==> config.mk <==
export PLATFORM = sky130hd
export DESIGN_NAME = tccc_timer_ch12
export DESIGN_NICKNAME = d
export VERILOG_FILES = /design/src/verilog/tccc_timer_ch12.v
export VERILOG_INCLUDE_DIRS = /design/src /design/src/common
export SDC_FILE = /design/constraint.sdc
export NUM_CORES = 1
export LEC_CHECK = 0
export BUFFER_PORTS_ARGS = -buffer_cell sky130_fd_sc_hd__buf_2
export CAP_MARGIN = 20
export CORE_AREA = 2 2 79 119
export DETAILED_ROUTE_END_ITERATION = 8
export DIE_AREA = 0 0 81 121
export GPL_TIMING_DRIVEN = 0
export PLACE_DENSITY = 0.85
export REMOVE_ABC_BUFFERS = 1
export SYNTH_ARGS = -nofsm -noshare
export SYNTH_HDL_FRONTEND = slang
export SYNTH_SLANG_ARGS = --single-unit
==> constraint.sdc <==
create_clock -name core_clk_i -period 6.9 [get_ports core_clk_i]
set_clock_uncertainty 0.15 [all_clocks]
set_input_delay 1.38 -clock core_clk_i [delete_from_list [all_inputs] [get_ports core_clk_i]]
set_output_delay 1.38 -clock core_clk_i [all_outputs]
set_load 0.03 [all_outputs]
==> src/common/tccc_regs.vh <==
`ifndef TCCC_REGS_VH
`define TCCC_REGS_VH
// register byte addresses
`define TCCC_ADDR_W 8
`define TCCC_CH1_LOW 8'hdc
`define TCCC_CH1_HIGH 8'hdd
`define TCCC_CH2_LOW 8'hde
`define TCCC_CH2_HIGH 8'hdf
`define TCCC_CH1_CTRL 8'he6
`define TCCC_CH2_CTRL 8'he7
`define TCCC_STATUS 8'hf0
`define TCCC_IRQ_MASK 8'hf4
// control fields
`define TCCC_RSVD_BIT 7
`define TCCC_IM_BIT 6
`define TCCC_ACT_HI 5
`define TCCC_ACT_LO 3
`define TCCC_MODE_BIT 2
`define TCCC_CAP_HI 1
`define TCCC_CAP_LO 0
`define TCCC_CTRL_RESET 8'h40
`define TCCC_BYTE_RESET 8'h00
`define TCCC_MASK_RESET 2'h3
`define TCCC_FLAG_RESET 2'h0
// output action codes
`define TCCC_ACT_SET 3'h0
`define TCCC_ACT_CLR 3'h1
`define TCCC_ACT_TOG 3'h2
`define TCCC_ACT_SETUP 3'h3
`define TCCC_ACT_CLRUP 3'h4
`define TCCC_ACT_C0CLR 3'h5
`define TCCC_ACT_C0SET 3'h6
// capture edge codes
`define TCCC_CAP_RISE 2'h1
`define TCCC_CAP_FALL 2'h2
`define TCCC_CAP_BOTH 2'h3
// counter modes
`define TCCC_MODE_UPDOWN 2'h3
`define TCCC_ZERO16 16'h0000
`endif

==> src/verilog/tccc_timer_ch12.v <==
// Design decision made here: the Avalon-MM slave port.
`timescale 1ns/10ps
// Function
// - channel 1 bit 6 enables its interrupt request, resets to one.
// - channel 2 bit 6 gates its interrupt request, resets to one.
// - bits 5:3 choose output action on match with own value.
// - code 000 sets, 001 clears, 010 toggles output on match.
// - 011 sets on up match, clears at zero or down match.
// - 100 clears on up match, sets at zero or down match.
// - channel 1 code 101 clears at channel 0 value, sets at own.
// - channel 1 code 110 sets at channel 0 value, clears at own.
// - channel 2 codes 101 and 110 behave likewise, also using channel 0 value.
// - channel 1 bit 2 selects capture (0) or compare (1).
// - channel 2 bit 2 selects capture (0) or compare (1).
// - bits 1:0 choose none, rising, falling or both capture edges.
// - channel 1 value held as readable high and low bytes, reset zero.
// - channel 2 value held as readable high and low bytes, reset zero.
// - modulo and up/down counter modes decide compare direction.
// - hardware sets channel flag; write zero clears, one ignored.
`include "tccc_regs.vh"

module tccc_timer_ch12 (
	input wire core_clk_i, // system clock
	input wire rstn_i, // synchronous reset, active low
	input wire [7:0] avs_address_i, // byte address
	input wire avs_read_i, // read request
	input wire avs_write_i, // write request
	input wire [31:0] avs_writedata_i, // write data, low byte used
	output reg [31:0] avs_readdata_o, // read data
	output wire avs_waitrequest_o, // stall
	input wire tick_i, // counter advanced this cycle
	input wire [15:0] count_i, // shared counter value
	input wire [1:0] count_mode_i, // shared counter mode
	input wire count_down_i, // counter counting down
	input wire [15:0] chan0_match_value_i, // channel 0 value
	input wire [1:0] capture_in_i, // capture inputs, bit per channel
	output wire [1:0] compare_out_o, // compare outputs
	output wire [1:0] chan_event_flag_o, // event flags
	output wire irq_o // level interrupt
);

//------------------------------------------------------------
// bus handshake
//------------------------------------------------------------
// one wait cycle per access so read data comes from a flop
reg ack;
wire req = (avs_read_i | avs_write_i) & ~ack;
assign avs_waitrequest_o = req;
wire wr_done = avs_write_i & ack;
wire [7:0] wdata = avs_writedata_i[7:0];

always @(posedge core_clk_i) begin
	if (!rstn_i) begin
		ack <= 1'b0;
	end else begin
		ack <= req;
	end
end

// irq mask register, two bits
reg [1:0] irq_mask;
reg [1:0] event_flag;
reg [1:0] cap_d;

//------------------------------------------------------------
// per-channel logic
//------------------------------------------------------------
wire [7:0] ctrl_rd [0:1];
wire [15:0] value_rd [0:1];
wire [1:0] event_pulse;
reg [15:0] count_d;

genvar ch;
generate
for (ch = 0; ch < 2; ch = ch + 1) begin : g_chan
	reg [7:0] ctrl;
	reg [7:0] val_lo;
	reg [7:0] val_hi;
	reg out_q;
	reg next_out;
	wire [7:0] a_lo = ch ? `TCCC_CH2_LOW : `TCCC_CH1_LOW;
	wire [7:0] a_hi = ch ? `TCCC_CH2_HIGH : `TCCC_CH1_HIGH;
	wire [7:0] a_ct = ch ? `TCCC_CH2_CTRL : `TCCC_CH1_CTRL;
	wire [2:0] act = ctrl[`TCCC_ACT_HI:`TCCC_ACT_LO];
	wire [1:0] edge_sel = ctrl[`TCCC_CAP_HI:`TCCC_CAP_LO];
	wire cmp_mode = ctrl[`TCCC_MODE_BIT];
	wire [15:0] own = {val_hi, val_lo};
	wire rise = capture_in_i[ch] & ~cap_d[ch];
	wire fall = ~capture_in_i[ch] & cap_d[ch];
	wire cap_hit = ~cmp_mode & (((edge_sel == `TCCC_CAP_RISE) & rise) |
		((edge_sel == `TCCC_CAP_FALL) & fall) |
		((edge_sel == `TCCC_CAP_BOTH) & (rise | fall)));
	// match is judged once per tick on the new counter value
	wire own_m = cmp_mode & tick_i & (count_i == own) & (count_i != count_d);
	wire ch0_m = cmp_mode & tick_i & (count_i == chan0_match_value_i) & (count_i != count_d);
	wire zero_m = cmp_mode & tick_i & (count_i == `TCCC_ZERO16) & (count_i != count_d);
	wire updn = (count_mode_i == `TCCC_MODE_UPDOWN);
	assign event_pulse[ch] = own_m | cap_hit;
	assign ctrl_rd[ch] = ctrl;
	assign value_rd[ch] = own;
	assign compare_out_o[ch] = out_q;

	// output action on compare
	always @* begin
		next_out = out_q;
		case (act)
		`TCCC_ACT_SET: if (own_m) next_out = 1'b1;
		`TCCC_ACT_CLR: if (own_m) next_out = 1'b0;
		`TCCC_ACT_TOG: if (own_m) next_out = ~out_q;
		`TCCC_ACT_SETUP: begin
			if (updn) begin
				if (own_m) next_out = ~count_down_i;
			end else if (own_m) begin
				next_out = 1'b1;
			end else if (zero_m) begin
				next_out = 1'b0;
			end
		end
		`TCCC_ACT_CLRUP: begin
			if (updn) begin
				if (own_m) next_out = count_down_i;
			end else if (own_m) begin
				next_out = 1'b0;
			end else if (zero_m) begin
				next_out = 1'b1;
			end
		end
		`TCCC_ACT_C0CLR: begin
			if (own_m) next_out = 1'b1;
			else if (ch0_m) next_out = 1'b0;
		end
		`TCCC_ACT_C0SET: begin
			if (own_m) next_out = 1'b0;
			else if (ch0_m) next_out = 1'b1;
		end
		default: next_out = out_q;
		endcase
	end

	// registers; capture wins over a same-cycle bus write
	always @(posedge core_clk_i) begin
		if (!rstn_i) begin
			ctrl <= `TCCC_CTRL_RESET;
			val_lo <= `TCCC_BYTE_RESET;
			val_hi <= `TCCC_BYTE_RESET;
			out_q <= 1'b0;
		end else begin
			out_q <= next_out;
			if (wr_done && avs_address_i == a_ct) ctrl <= wdata;
			if (cap_hit) begin
				val_lo <= count_i[7:0];
				val_hi <= count_i[15:8];
			end else begin
				if (wr_done && avs_address_i == a_lo) val_lo <= wdata;
				if (wr_done && avs_address_i == a_hi) val_hi <= wdata;
			end
		end
	end
end
endgenerate

//------------------------------------------------------------
// flags, mask and interrupt
//------------------------------------------------------------
// set beats a clearing write in the same cycle
wire clr_wr = wr_done && (avs_address_i == `TCCC_STATUS);
wire [1:0] im = {ctrl_rd[1][`TCCC_IM_BIT], ctrl_rd[0][`TCCC_IM_BIT]};

always @(posedge core_clk_i) begin
	if (!rstn_i) begin
		event_flag <= `TCCC_FLAG_RESET;
		irq_mask <= `TCCC_MASK_RESET;
		cap_d <= 2'h0;
		count_d <= `TCCC_ZERO16;
	end else begin
		cap_d <= capture_in_i;
		if (tick_i) count_d <= count_i;
		// writing one to a flag is ignored, zero clears
		event_flag <= event_pulse | (clr_wr ? (event_flag & wdata[1:0]) : event_flag);
		if (wr_done && avs_address_i == `TCCC_IRQ_MASK) irq_mask <= wdata[1:0];
	end
end

assign chan_event_flag_o = event_flag;
// request only while channel mask bit and its irq_mask bit both set
assign irq_o = |(event_flag & im & irq_mask);

//------------------------------------------------------------
// read mux
//------------------------------------------------------------
always @(posedge core_clk_i) begin
	if (!rstn_i) begin
		avs_readdata_o <= 32'h0;
	end else if (avs_read_i && req) begin
		case (avs_address_i)
		`TCCC_CH1_LOW: avs_readdata_o <= {24'h0, value_rd[0][7:0]};
		`TCCC_CH1_HIGH: avs_readdata_o <= {24'h0, value_rd[0][15:8]};
		`TCCC_CH2_LOW: avs_readdata_o <= {24'h0, value_rd[1][7:0]};
		`TCCC_CH2_HIGH: avs_readdata_o <= {24'h0, value_rd[1][15:8]};
		`TCCC_CH1_CTRL: avs_readdata_o <= {24'h0, ctrl_rd[0]};
		`TCCC_CH2_CTRL: avs_readdata_o <= {24'h0, ctrl_rd[1]};
		`TCCC_STATUS: avs_readdata_o <= {30'h0, event_flag};
		`TCCC_IRQ_MASK: avs_readdata_o <= {30'h0, irq_mask};
		default: avs_readdata_o <= 32'h0;
		endcase
	end
end

endmodule // tccc_timer_ch12

After elaboration in Yosys (flattened, before gate mapping)

Index checks and enable logic that the tools add are counted.

Output and inout bits: 38
Register bits after elaboration: 105
Logic and storage cells: 177
Bits of input ports: 82

Reduce and logical (&&, ||, !) cells: 21
Multiplexer cells: 42
Equal/unequal tests: 49
Bitwise gates (word level): 51

Operators by type and width:

| kind                 | count |
|---|---|
| $eq A8 B8 Y1 const B | 8 |
| $mux W8              | 8 |
| $pmux W8 S8          | 1 |
| $eq A16 B16 Y1       | 3 |
| $ne A3 B3 Y1 const B | 12 |
| $mux W1              | 30 |
| $and A1 B1 Y1        | 28 |
| $reduce_and A10 Y1   | 2 |
| $eq A3 B3 Y1 const B | 6 |
| $logic_not A16 Y1    | 1 |
| $ne A16 B16 Y1       | 1 |
| $pmux W1 S7          | 2 |
| $reduce_bool A7 Y1   | 2 |
| $eq A3 B2 Y1 const B | 4 |
| $ne A2 B2 Y1 const B | 6 |
| $eq A2 B2 Y1 const B | 5 |
| $not A1 Y1           | 10 |
| $logic_and A1 B1 Y1  | 9 |
| $or A1 B1 Y1         | 9 |
| $reduce_bool A2 Y1   | 4 |
| $and A2 B2 Y2        | 3 |
| $eq A3 B1 Y1 const B | 2 |
| $logic_not A3 Y1     | 2 |
| $eq A2 B1 Y1 const B | 2 |
| 3 further kinds      | 3 |

Logic depth before layout (Yosys ltp)

Gate-level depths: netlist of run 1.

Word-level depth: 8
Depth in mapped cells: 10
Mapped depth without buffers: 8

Least setup slack after synthesis of run 1

Ideal clock, no wire load.

Path kind: input -> output
Start point: input port avs_write_i
End point: output port avs_waitrequest_o
Cell stages on the path: 2
Data arrival time: 1.818 ns
Path slack: 3.552 ns
Buffers on the path: 0
Data required time: 5.370 ns
Path through: nor2_1 nor2_1

Longest elaborated chain between the ends: 2

RTL lines:

| item            | RTL line             | source |
|---|---|---|
| start, declared | tccc_timer_ch12.v:27 | `input wire avs_write_i,` |
| $or A1 B1 Y1    | tccc_timer_ch12.v:47 | `wire req = (avs_read_i \| avs_write_i) & ~ack;` |
| $and A1 B1 Y1   | tccc_timer_ch12.v:47 |  |
| end, declared   | tccc_timer_ch12.v:30 | `output wire avs_waitrequest_o,` |

No other way between the ends.

Worst setup path after layout of run 1

Start point: input port count_i[6]
End point: register g_chan[1].out_q

Longest elaborated chain between the ends: 6
Elaborated cells between the ends (all ways): 27
Those cells by class: 12 x eq/ne; 7 x mux; 6 x bitwise; 2 x reduce/logical

RTL lines:

| item                              | RTL line                                     | source |
|---|---|---|
| start, declared                   | tccc_timer_ch12.v:32                         | `input wire [15:0] count_i,` |
| $eq A16 B16 Y1                    | tccc_timer_ch12.v:94                         | `wire own_m = cmp_mode & tick_i & (count_i == own) & (count_i != count_d);` |
| $and A1 B1 Y1 (2 in series)       | tccc_timer_ch12.v:94                         |  |
| $mux W1, on equally long branches | tccc_timer_ch12.v:122, tccc_timer_ch12.v:113 |  |
| $mux W1, on equally long branches | tccc_timer_ch12.v:120, tccc_timer_ch12.v:111 |  |
| $pmux W1 S7                       | tccc_timer_ch12.v:106                        | `case (act)` |
| end signal, assigned              | tccc_timer_ch12.v:148                        | `out_q <= next_out;` |
| end, declared                     | tccc_timer_ch12.v:79                         | `reg out_q;` |

Parallel ways exist; a longest one is shown, timed or not.
A chain may end at the register's enable or synchronous reset.

==> impl_metrics.toml, run 1 <==
[timing]
unrepaired_setup_endpoints_after_global_routing = "no"
achievable-frequency_ghz = 0.2861
final.min_clock_period_ps = 3495
timing.slew.headroom = 0.4202
timing.final.crit_share = 0.5065
total_negative_slack_for_setup_checks_ps = 0
setup-violations-final = 0
setup_slack_ps = 3405
slew_at_the_pin_closest_to_its_max_slew_limit_ps = 863.2
timing.hold.ws_ps = 301.0
slew_viol_final = 0
timing_hold_violations_final = 0

[placed_design]
dpl_worst_slack_ps = 3189
placement.cell_area_um2 = 5235
gp_congestion = 0.9776
io_buffers = 71
dp_hpwl_mm = 9.672

[global_route]
globalRoute.totalOverflow = 0
grt.met2_usage = 0.4871
grt_use_met3 = 0.03720
grt_pass1_wl_mm = 21.00
grt_usage = 0.2833
via_count_of_the_first_global_routing_pass = 4262
number_of_antenna_violations_at_the_first_check_in_global_routing = 0
global_route.peak_usage_layer = "met2"
pin_count_of_the_biggest_net_entering_global_routing = 60
gr-usage-met1 = 0.3176

[cts]
cts_post_setup_buffers_inserted = 0
cts.path.max_buffers = 2
insertion_delay_ps = 340
cts_inserted_buffers = 9
cts_htree_levels = 3
cts_num_sinks = 81
cts_tree = "built"
cts_root_buffer = "clkbuf_16"
cts_repair_resize_count = 0
worst_setup_hold_path_clk_slew_ps = 60
ctsHoldBuffers = 0

[yosys]
synthTopCellsByArea = "dfxtp_1, mux2i_1, xnor2_1"
yosys.area_share.simple = 0.1761
post_synth_num_cell_types = 46
synth_top_cells_by_count = "nor2_1, dfxtp_1, mux2i_1"
ys_seq_area_frac = 0.3220
yosysMostFrequentCell = "nor2_1"
synth-async-reset-ratio = 0
yosys_top_cell_area_share = 0.3220
yosys.area_share.adder = 0.009938
synth-compound-area-share = 0.1200
syn_avg_cell_area_um2 = 8.668
synth_enable_flop_cells = 0
synth.area.mux_share = 0.1704
synthDominantAreaCellType = "dfxtp_1"
postSynthCellCount = 581
ys_ff_latch = 81
synth_xor_xnor_area_share = 0.1130
dominant_combinational_cell_family_by_area_after_synthesis = "simple AND/OR/NAND/NOR gates"
yosysWarnings = 0
synth_top_flop_cell = "dfxtp_1"
syn-cell-area_um2 = 5036

[detailed_routing]
routed-via-count = 4424
detail_route.first_pass.iterations = 5
wl_mm = 13.37
post_drt_via_cell_ratio = 6.060
detail_route.drc_violations = 0
drtIter0Drc = 368
detail_route.wl_per_cell_um = 18.31
detail-route-antenna-nets = 0

[final_layout]
final_nets = 702
areaGrowthSynthToFinish_pct = 10.46
fill_cells = 734
drive_gt1_frac = 0.1710
final_area_um2 = 5563
number_of_inserted_diodes = 0

[setup_path]
end_kind = "flip-flop"
worst_ep_arrival_time_ps = 3570
cp_data_required_time_ps = 6970
setup.worst_path.start_class = "primary input"
crit_fanout = 8
critPathKind = "primary input to flip-flop"

[floorplan]
die_width_um = 81
fp.coreArea_um2 = 8723
floorplan.die.height_um = 121
die-area_um2 = 9801
design.portCount = 120
initial_utilization = 0.5773
floorplan.rows = 42

[job]
max_cap_viols = 0

[hold_path]
min_delay_worst_type = "flip-flop to flip-flop"

[status]
outcome = "finished clean"

[power_and_ir_drop]
total_leakage_power_nw = 2.002
p_per_area_nw_per_um2 = 195.2
vdd_ir_drop_max_v = 0.0001823
through the flow:
step | cells | utilization | power [mW]
final | 730 | 0.6377 | 1.086
after global routing | 730 | 0.6377 | 1.110
after CTS | 728 | 0.6347 | 1.086
after detailed placement | 713 | 0.6001 | 0.6174
after global placement | 712 | 0.5978 | 0.6117
after floorplan | 531 | - | 0.5592
flip-flops by register name, indices dropped and copies added, names as in the netlist:
signal / cells
avs_readdata_o: 8
count_d: 16
irq_mask: 2
g_chan.val_hi: 16
cap_d: 2
g_chan.val_lo: 16
g_chan.out_q: 2
ack: 1
g_chan.ctrl: 16
chan_event_flag_o: 2
where the power goes:
part | total (mW) | switching, mW | internal (mW)
clock | 0.477 | 0.186 | 0.291
sequential | 0.479 | 0.00472 | 0.475
combinational | 0.129 | 0.0842 | 0.0452
total | 1.09 | 0.275 | 0.811
worst paths after layout:
check                                   start                              to  slack, ps  depth (start not counted)
max                                count_i[6]    g_chan[1].out_q$_SDFFE_PN0P_       3410                          8
min            avs_readdata_o[3]$_SDFFE_PN0P_  avs_readdata_o[3]$_SDFFE_PN0P_        300                          2
max reg2reg  g_chan[1].val_lo[7]$_SDFFE_PN0P_    g_chan[1].out_q$_SDFFE_PN0P_       4420                          7
min reg2reg    avs_readdata_o[3]$_SDFFE_PN0P_  avs_readdata_o[3]$_SDFFE_PN0P_        300                          2
critical path, stage by stage:
cell and delay (ps):
buf_2 260, xnor2_1 160, nand4_1 120, nor4_1 680
nor4b_1 300, o311ai_0 210, a221oi_1 340, a21boi_0 120
layer usage:
metal / routed length [µm] / vias to the layer above
met3: 999 / 68
met2: 6765 / 248
met5: 0 / -
met4: 781 / 0
met1: 4820 / 2045
li1: - / 2063
placed cells by master, fill, tap and decap left out, drive strengths merged, types with 16 or more instances in the layout:
master and count:
mux2i 79, dfxtp 81, xnor2 65, nand2 32
nor2 83, a211oi 32, conb 24, nand4 17
a21oi 16, buf 74
layout make-up:
cell class | instances | area (µm²) | share of cell area
multi-input combinational | 439 | 3059 | 0.5499
sequential | 81 | 1622 | 0.2915
timing repair buffer | 74 | 401.6 | 0.07220
clock buffer | 14 | 294.0 | 0.05286
tap | 110 | 137.6 | 0.02474
inverter | 11 | 41.29 | 0.007422
clock inverter | 1 | 7.507 | 0.001350
cell families (layout without fill, tap and decap cells):
kind of cell | after synthesis | count (layout)
xor+xnor | 65 | 65
other cells | 1 | 24
mux | 82 | 82
compound gates | 89 | 89
flops | 81 | 81
fa+ha+maj | 4 | 4
buf+inv | 84 | 100
simple gates | 175 | 175
Note: power is estimated with default switching activity, not from simulation.
==> run 2, diff against run 1 <==
--- a/config.mk
+++ b/config.mk
@@ -8,11 +8,11 @@
 export LEC_CHECK = 0
 export BUFFER_PORTS_ARGS = -buffer_cell sky130_fd_sc_hd__buf_2
 export CAP_MARGIN = 20
-export CORE_AREA = 2 2 79 119
+export CORE_AREA = 2 2 82 124
 export DETAILED_ROUTE_END_ITERATION = 8
-export DIE_AREA = 0 0 81 121
+export DIE_AREA = 0 0 84 126
 export GPL_TIMING_DRIVEN = 0
-export PLACE_DENSITY = 0.85
+export PLACE_DENSITY = 0.79
 export REMOVE_ABC_BUFFERS = 1
 export SYNTH_ARGS = -nofsm -noshare
 export SYNTH_HDL_FRONTEND = slang
==> constraint.sdc (replaced) <==
create_clock -name core_clk_i -period 3.26 [get_ports core_clk_i]
set_clock_uncertainty 0.15 [all_clocks]
set_input_delay 0.652 -clock core_clk_i [delete_from_list [all_inputs] [get_ports core_clk_i]]
set_output_delay 0.652 -clock core_clk_i [all_outputs]
set_load 0.03 [all_outputs]
==> run 2 against run 1 <==
- setup slack lost 2800 ps
- worst hold slack gained 0.84 ps
- flip-flop and latch count is the same
- power grew 120%
- die area grew 8.0%
- clock power grew 120%
- combinational power grew 110%
- core utilization shrank 5.2 points
- sequential share of layout area shrank 0.059 points
- cell count grew 0.41%
- largest power group is now the clock network
==> impl_metrics.toml, run 2 (same netlist as run 1, synthesis figures left out) <==
[status]
outcome = "finished clean"

[detailed_routing]
wl_mm = 13.33
detail_route.drc_violations = 0
detail-route-antenna-nets = 0
detail_route.first_pass.iterations = 5
detail_route.wl_per_cell_um = 18.18
routed-via-count = 4359
drtIter0Drc = 356
post_drt_via_cell_ratio = 5.947

[placed_design]
gp_congestion = 0.9256
dp_hpwl_mm = 9.776
io_buffers = 71

[timing]
timing_hold_violations_final = 0
slew_viol_final = 0
timing.hold.ws_ps = 301.8
total_negative_slack_for_setup_checks_ps = 0
achievable-frequency_ghz = 0.3720
setup-violations-final = 0
unrepaired_setup_endpoints_after_global_routing = "no"
timing.final.crit_share = 0.8246
timing.slew.headroom = 0.4330
slew_at_the_pin_closest_to_its_max_slew_limit_ps = 844.1
final.min_clock_period_ps = 2688

[power_and_ir_drop]
total_leakage_power_nw = 2.002
vdd_ir_drop_max_v = 0.0003606
p_per_area_nw_per_um2 = 423.0

[global_route]
via_count_of_the_first_global_routing_pass = 4255
globalRoute.totalOverflow = 0
grt_pass1_wl_mm = 21.32
pin_count_of_the_biggest_net_entering_global_routing = 40
grt_usage = 0.2535
number_of_antenna_violations_at_the_first_check_in_global_routing = 0

[final_layout]
layout.cells.most_common = "nor2_1"
final_nets = 702
areaGrowthSynthToFinish_pct = 10.68
fill_cells = 805
number_of_inserted_diodes = 0
multi_input_area_um2 = 3059
drive_gt1_frac = 0.1683
seqCellArea_um2 = 1622
layout_common_cells = "nor2_1, dfxtp_1, mux2i_1, buf_2, xnor2_1"

[hold_path]
hp-start = "avs_readdata_o[3]$_SDFFE_PN0P_"
whs_endpoint = "avs_readdata_o[3]$_SDFFE_PN0P_"
worstHoldPathCells = 2
min_delay_worst_type = "flip-flop to flip-flop"

[floorplan]
floorplan.rows = 44
die-area_um2 = 10580
initial_utilization = 0.5288
die_width_um = 84
design.portCount = 120
fp.coreArea_um2 = 9524
floorplan.die.height_um = 126

[setup_path]
critPathKind = "primary input to flip-flop"
path_cells = "buf_2 > xnor2_1 > nand4_1 > nor4_1 > nor4b_1 > o311ai_0 > a221oi_1 > a21boi_0"
cp_data_required_time_ps = 3330
r2r.worst_path.cells = 7
reg2reg_slack_ps = 750
setup.worst_path.start_class = "primary input"
worst_ep_arrival_time_ps = 2760
critPathSlowestCell = "nor4_1"
end_kind = "flip-flop"
r2r-end = "g_chan[1].out_q$_SDFFE_PN0P_"
critical-path-max-stage-delay_ps = 700
crit_fanout = 8
timing.rr.start = "g_chan[1].val_lo[5]$_SDFFE_PN0P_"

[cts]
worst_setup_hold_path_clk_slew_ps = 60
cts_num_sinks = 81
cts_inserted_buffers = 9
cts_repair_resize_count = 0
cts_tree = "built"
cts_root_buffer = "clkbuf_16"
cts.path.max_buffers = 2
cts_post_setup_buffers_inserted = 0
cts_htree_levels = 3
insertion_delay_ps = 340
ctsHoldBuffers = 0

[job]
max_cap_viols = 0
## run 2: cell count changes in the layout (fill, tap and decap cells not counted), sizes merged
cell / previous run / this run
clkbuf: 14 / 10
bufinv: 0 / 2
## run 2: how the worst max path moves through the flow
stage | startpoint | depth (start not counted) | slack (ps) | endpoint
global route | count_i[8] | 8 | 480 | g_chan[1].out_q$_SDFFE_PN0P_
CTS | count_i[8] | 8 | 640 | g_chan[1].out_q$_SDFFE_PN0P_
finish | count_i[8] | 8 | 570 | g_chan[1].out_q$_SDFFE_PN0P_
detailed placement | count_i[0] | 8 | 300 | g_chan[1].out_q$_SDFFE_PN0P_
global placement | rstn_i | 4 | 270 | g_chan[1].out_q$_SDFFE_PN0P_
floorplan | avs_address_i[5] | 6 | 800 | g_chan[1].val_lo[0]$_SDFFE_PN0P_
## run 2: final cells by class
class	count	share of cell area
Multi-Input combinational cell	439	0.5488
Sequential cell	81	0.2909
Timing Repair Buffer	74	0.07205
Clock buffer	10	0.04287
Tap cell	115	0.02581
Clock inverter	3	0.01212
Inverter	11	0.007407
## run 2: metrics by stage
step           total power [mW]  setup slack [ps]  area (µm²)    util  cells
2_1_floorplan             1.183             796.7        4722       -    531
3_5_place_dp              1.308             302.7        5256  0.5519    719
4_1_cts                   2.366             640.5        5563  0.5841    732
6_report                  2.358             571.7        5574  0.5853    733
3_3_place_gp              1.297             266.4        5221  0.5482    717
5_1_grt                   2.422             484.3        5574  0.5853    733
## run 2: power breakdown
part | switching [mW] | internal (mW)
Clock | 0.391 | 0.678
Sequential | 0.0103 | 1.00
Combinational | 0.178 | 0.0956
## run 2: per-layer routing
| metal | part of all wire | up-vias | global-route usage |
|---|---|---|---|
| met5 | 0 | - | 0 |
| met4 | 0.053 | 0 | 0.1689 |
| met3 | 0.055 | 53 | 0.05111 |
| met2 | 0.51 | 196 | 0.4376 |
| met1 | 0.38 | 2049 | 0.2781 |
| li1 | - | 2061 | - |
## run 2: critical path: cells and delay by family
family	cells	cell delay, ps
and+or+nand+nor	3	1120
AOI/OAI and AO/OA	3	610
buffers and inverters	1	220
xor gates and xnor gates	1	150
==> run 3, diff against run 2 <==
==> constraint.sdc (replaced) <==
create_clock -name core_clk_i -period 2.5 [get_ports core_clk_i]
set_clock_uncertainty 0.15 [all_clocks]
set_input_delay 0.5 -clock core_clk_i [delete_from_list [all_inputs] [get_ports core_clk_i]]
set_output_delay 0.5 -clock core_clk_i [all_outputs]
set_load 0.03 [all_outputs]
==> run 3 against run 2 <==
- the flow now finishes with violations (setup timing)
- highest routed layer unchanged
- register-to-register slack got worse by 770 ps
- critical endpoint unchanged
- critical path depth did not move
- global-route usage barely moved
- combinational power rose by 31%
- worst hold slack got worse by 57 ps
- sequential share of layout area barely moved
- first-iteration DRC count rose by 6.5%
- design area rose by 0.13%
==> impl_metrics.toml, run 3 (same netlist as run 1, synthesis figures left out) <==
[timing]
slew_viol_final = 0
timing.slew.headroom = 0.4370
timing.hold.ws_ps = 244.9
setup_slack_ps = -25.90
timing_hold_violations_final = 0
unrepaired_setup_endpoints_after_global_routing = "yes"
achievable-frequency_ghz = 0.3959
final.min_clock_period_ps = 2526
timing.final.crit_share = 1.010
slew_at_the_pin_closest_to_its_max_slew_limit_ps = 838.2
setup-violations-final = 1

[cts]
cts.path.max_buffers = 2
cts_post_setup_buffers_inserted = 0
cts_tree = "built"
worst_setup_hold_path_clk_slew_ps = 60
cts_num_sinks = 81
insertion_delay_ps = 340
cts_inserted_buffers = 9
cts_htree_levels = 3
cts_root_buffer = "clkbuf_16"

[power_and_ir_drop]
totalPowerFinal_mw = 3.073
combinationalPowerShare = 0.116
internal_power_mw = 2.319
p_per_area_nw_per_um2 = 550.6
power_frac_clock = 0.453
total_leakage_power_nw = 2.001
switching_power_mw = 0.7544
vdd_ir_drop_max_v = 0.0004678
switching_fraction = 0.2455
portion_of_total_power_attributed_to_sequential_cells = 0.431

[final_layout]
layout_common_cells = "nor2_1, dfxtp_1, mux2i_1, buf_2, xnor2_1"
areaGrowthSynthToFinish_pct = 10.83
number_of_inserted_diodes = 0
finalCoreUtilization = 0.5860
final_area_um2 = 5582
final_nets = 702
layout.cells.most_common = "nor2_1"
drive_gt1_frac = 0.1715

[setup_path]
critPathSlowestCell = "or3b_2"
worst_ep_arrival_time_ps = 2600
critical-path-max-stage-delay_ps = 510
critPathKind = "primary input to flip-flop"
crit_fanout = 8
path_cells = "buf_2 > xnor2_1 > nand4_1 > nor4_1 > nand3_1 > or3b_2 > a41oi_1 > a21boi_0"
cp_data_required_time_ps = 2570
setup.worst_path.start_class = "primary input"
end_kind = "flip-flop"

[hold_path]
min_delay_worst_type = "primary input to flip-flop"

[detailed_routing]
routed-via-count = 4408
detail_route.first_pass.iterations = 5
drtIter0Drc = 379
post_drt_via_cell_ratio = 6.014
wl_mm = 13.34
detail_route.drc_violations = 0
detail-route-antenna-nets = 0
detail_route.wl_per_cell_um = 18.20

[floorplan]
design.portCount = 120
floorplan.die.height_um = 126
die-area_um2 = 10580
initial_utilization = 0.5288
die_width_um = 84
fp.coreArea_um2 = 9524
floorplan.rows = 44

[global_route]
grt.met2_usage = 0.4391
grt_use_met3 = 0.05111
globalRoute.totalOverflow = 0
grt_usage = 0.2537
global_route.peak_usage_layer = "met2"
grt_pass1_wl_mm = 21.33
via_count_of_the_first_global_routing_pass = 4258
number_of_antenna_violations_at_the_first_check_in_global_routing = 0
pin_count_of_the_biggest_net_entering_global_routing = 40
gr-usage-met1 = 0.2777

[job]
max_cap_viols = 0

[placed_design]
gp_congestion = 0.9256
dp_hpwl_mm = 9.776
placement.cell_area_um2 = 5256
io_buffers = 71

[status]
failed_checks = "setup timing"
outcome = "finished with violations"
[run 3: path summary, 6_finish.rpt]
kind                            slack [ps]  depth (start not counted)                              to                              from
worst max-delay path                   -30                          8    g_chan[1].out_q$_SDFFE_PN0P_                        count_i[5]
worst min-delay path                   240                          2  g_chan[0].ctrl[6]$_SDFFE_PN1P_                            rstn_i
worst max register to register         -20                          7    g_chan[1].out_q$_SDFFE_PN0P_  g_chan[1].val_lo[5]$_SDFFE_PN0P_
worst min register to register         300                          2  avs_readdata_o[3]$_SDFFE_PN0P_    avs_readdata_o[3]$_SDFFE_PN0P_
[run 3: final cells by class]
class	count	area [µm²]
flip-flops and latches	81	1622
clock buffers	10	239.0
fillers	802	3943
inverters	11	41.29
multi-input cells	439	3067
well taps	115	143.9
repair buffers	74	401.6
clock inverters	3	67.56
[run 3: stage by stage]
step / setup slack (ps) / TNS (ps) / instances
after detailed placement: -305.3 / -5877 / 719
after global routing: -47.54 / -47.54 / 733
after global placement: -341.6 / -21470 / 717
after floorplan: 188.7 / 0 / 531
final: -25.90 / -25.90 / 733
after CTS: 32.46 / 0 / 732
[run 3: metal layers]
metal	routed length, µm	part of all wire
met2	6705	0.50
met4	765	0.057
met3	825	0.062
met1	5048	0.38
met5	0	0
[run 3: worst max-delay path: cells and delay by family]
family | cells | cell delay, ps
and+or+nand+nor | 4 | 1360
xor gates and xnor gates | 1 | 260
buffers and inverters | 1 | 180
AOI/OAI and AO/OA | 2 | 310
[run 3: repair_timing]
item / CTS / global route
resized for setup: 0 / 2
setup endpoints to repair: 0 / 8
hold buffers: 0 / 0
[run 3: power by group through the flow]
stage	Clock, mW	Combinational, mW	Sequential (mW)
6_report	1.39	0.358	1.32
5_1_grt	1.45	0.385	1.32
4_1_cts	1.41	0.356	1.32
3_5_place_dp	0	0.355	1.35
3_3_place_gp	0	0.342	1.35
2_1_floorplan	0	0.195	1.35
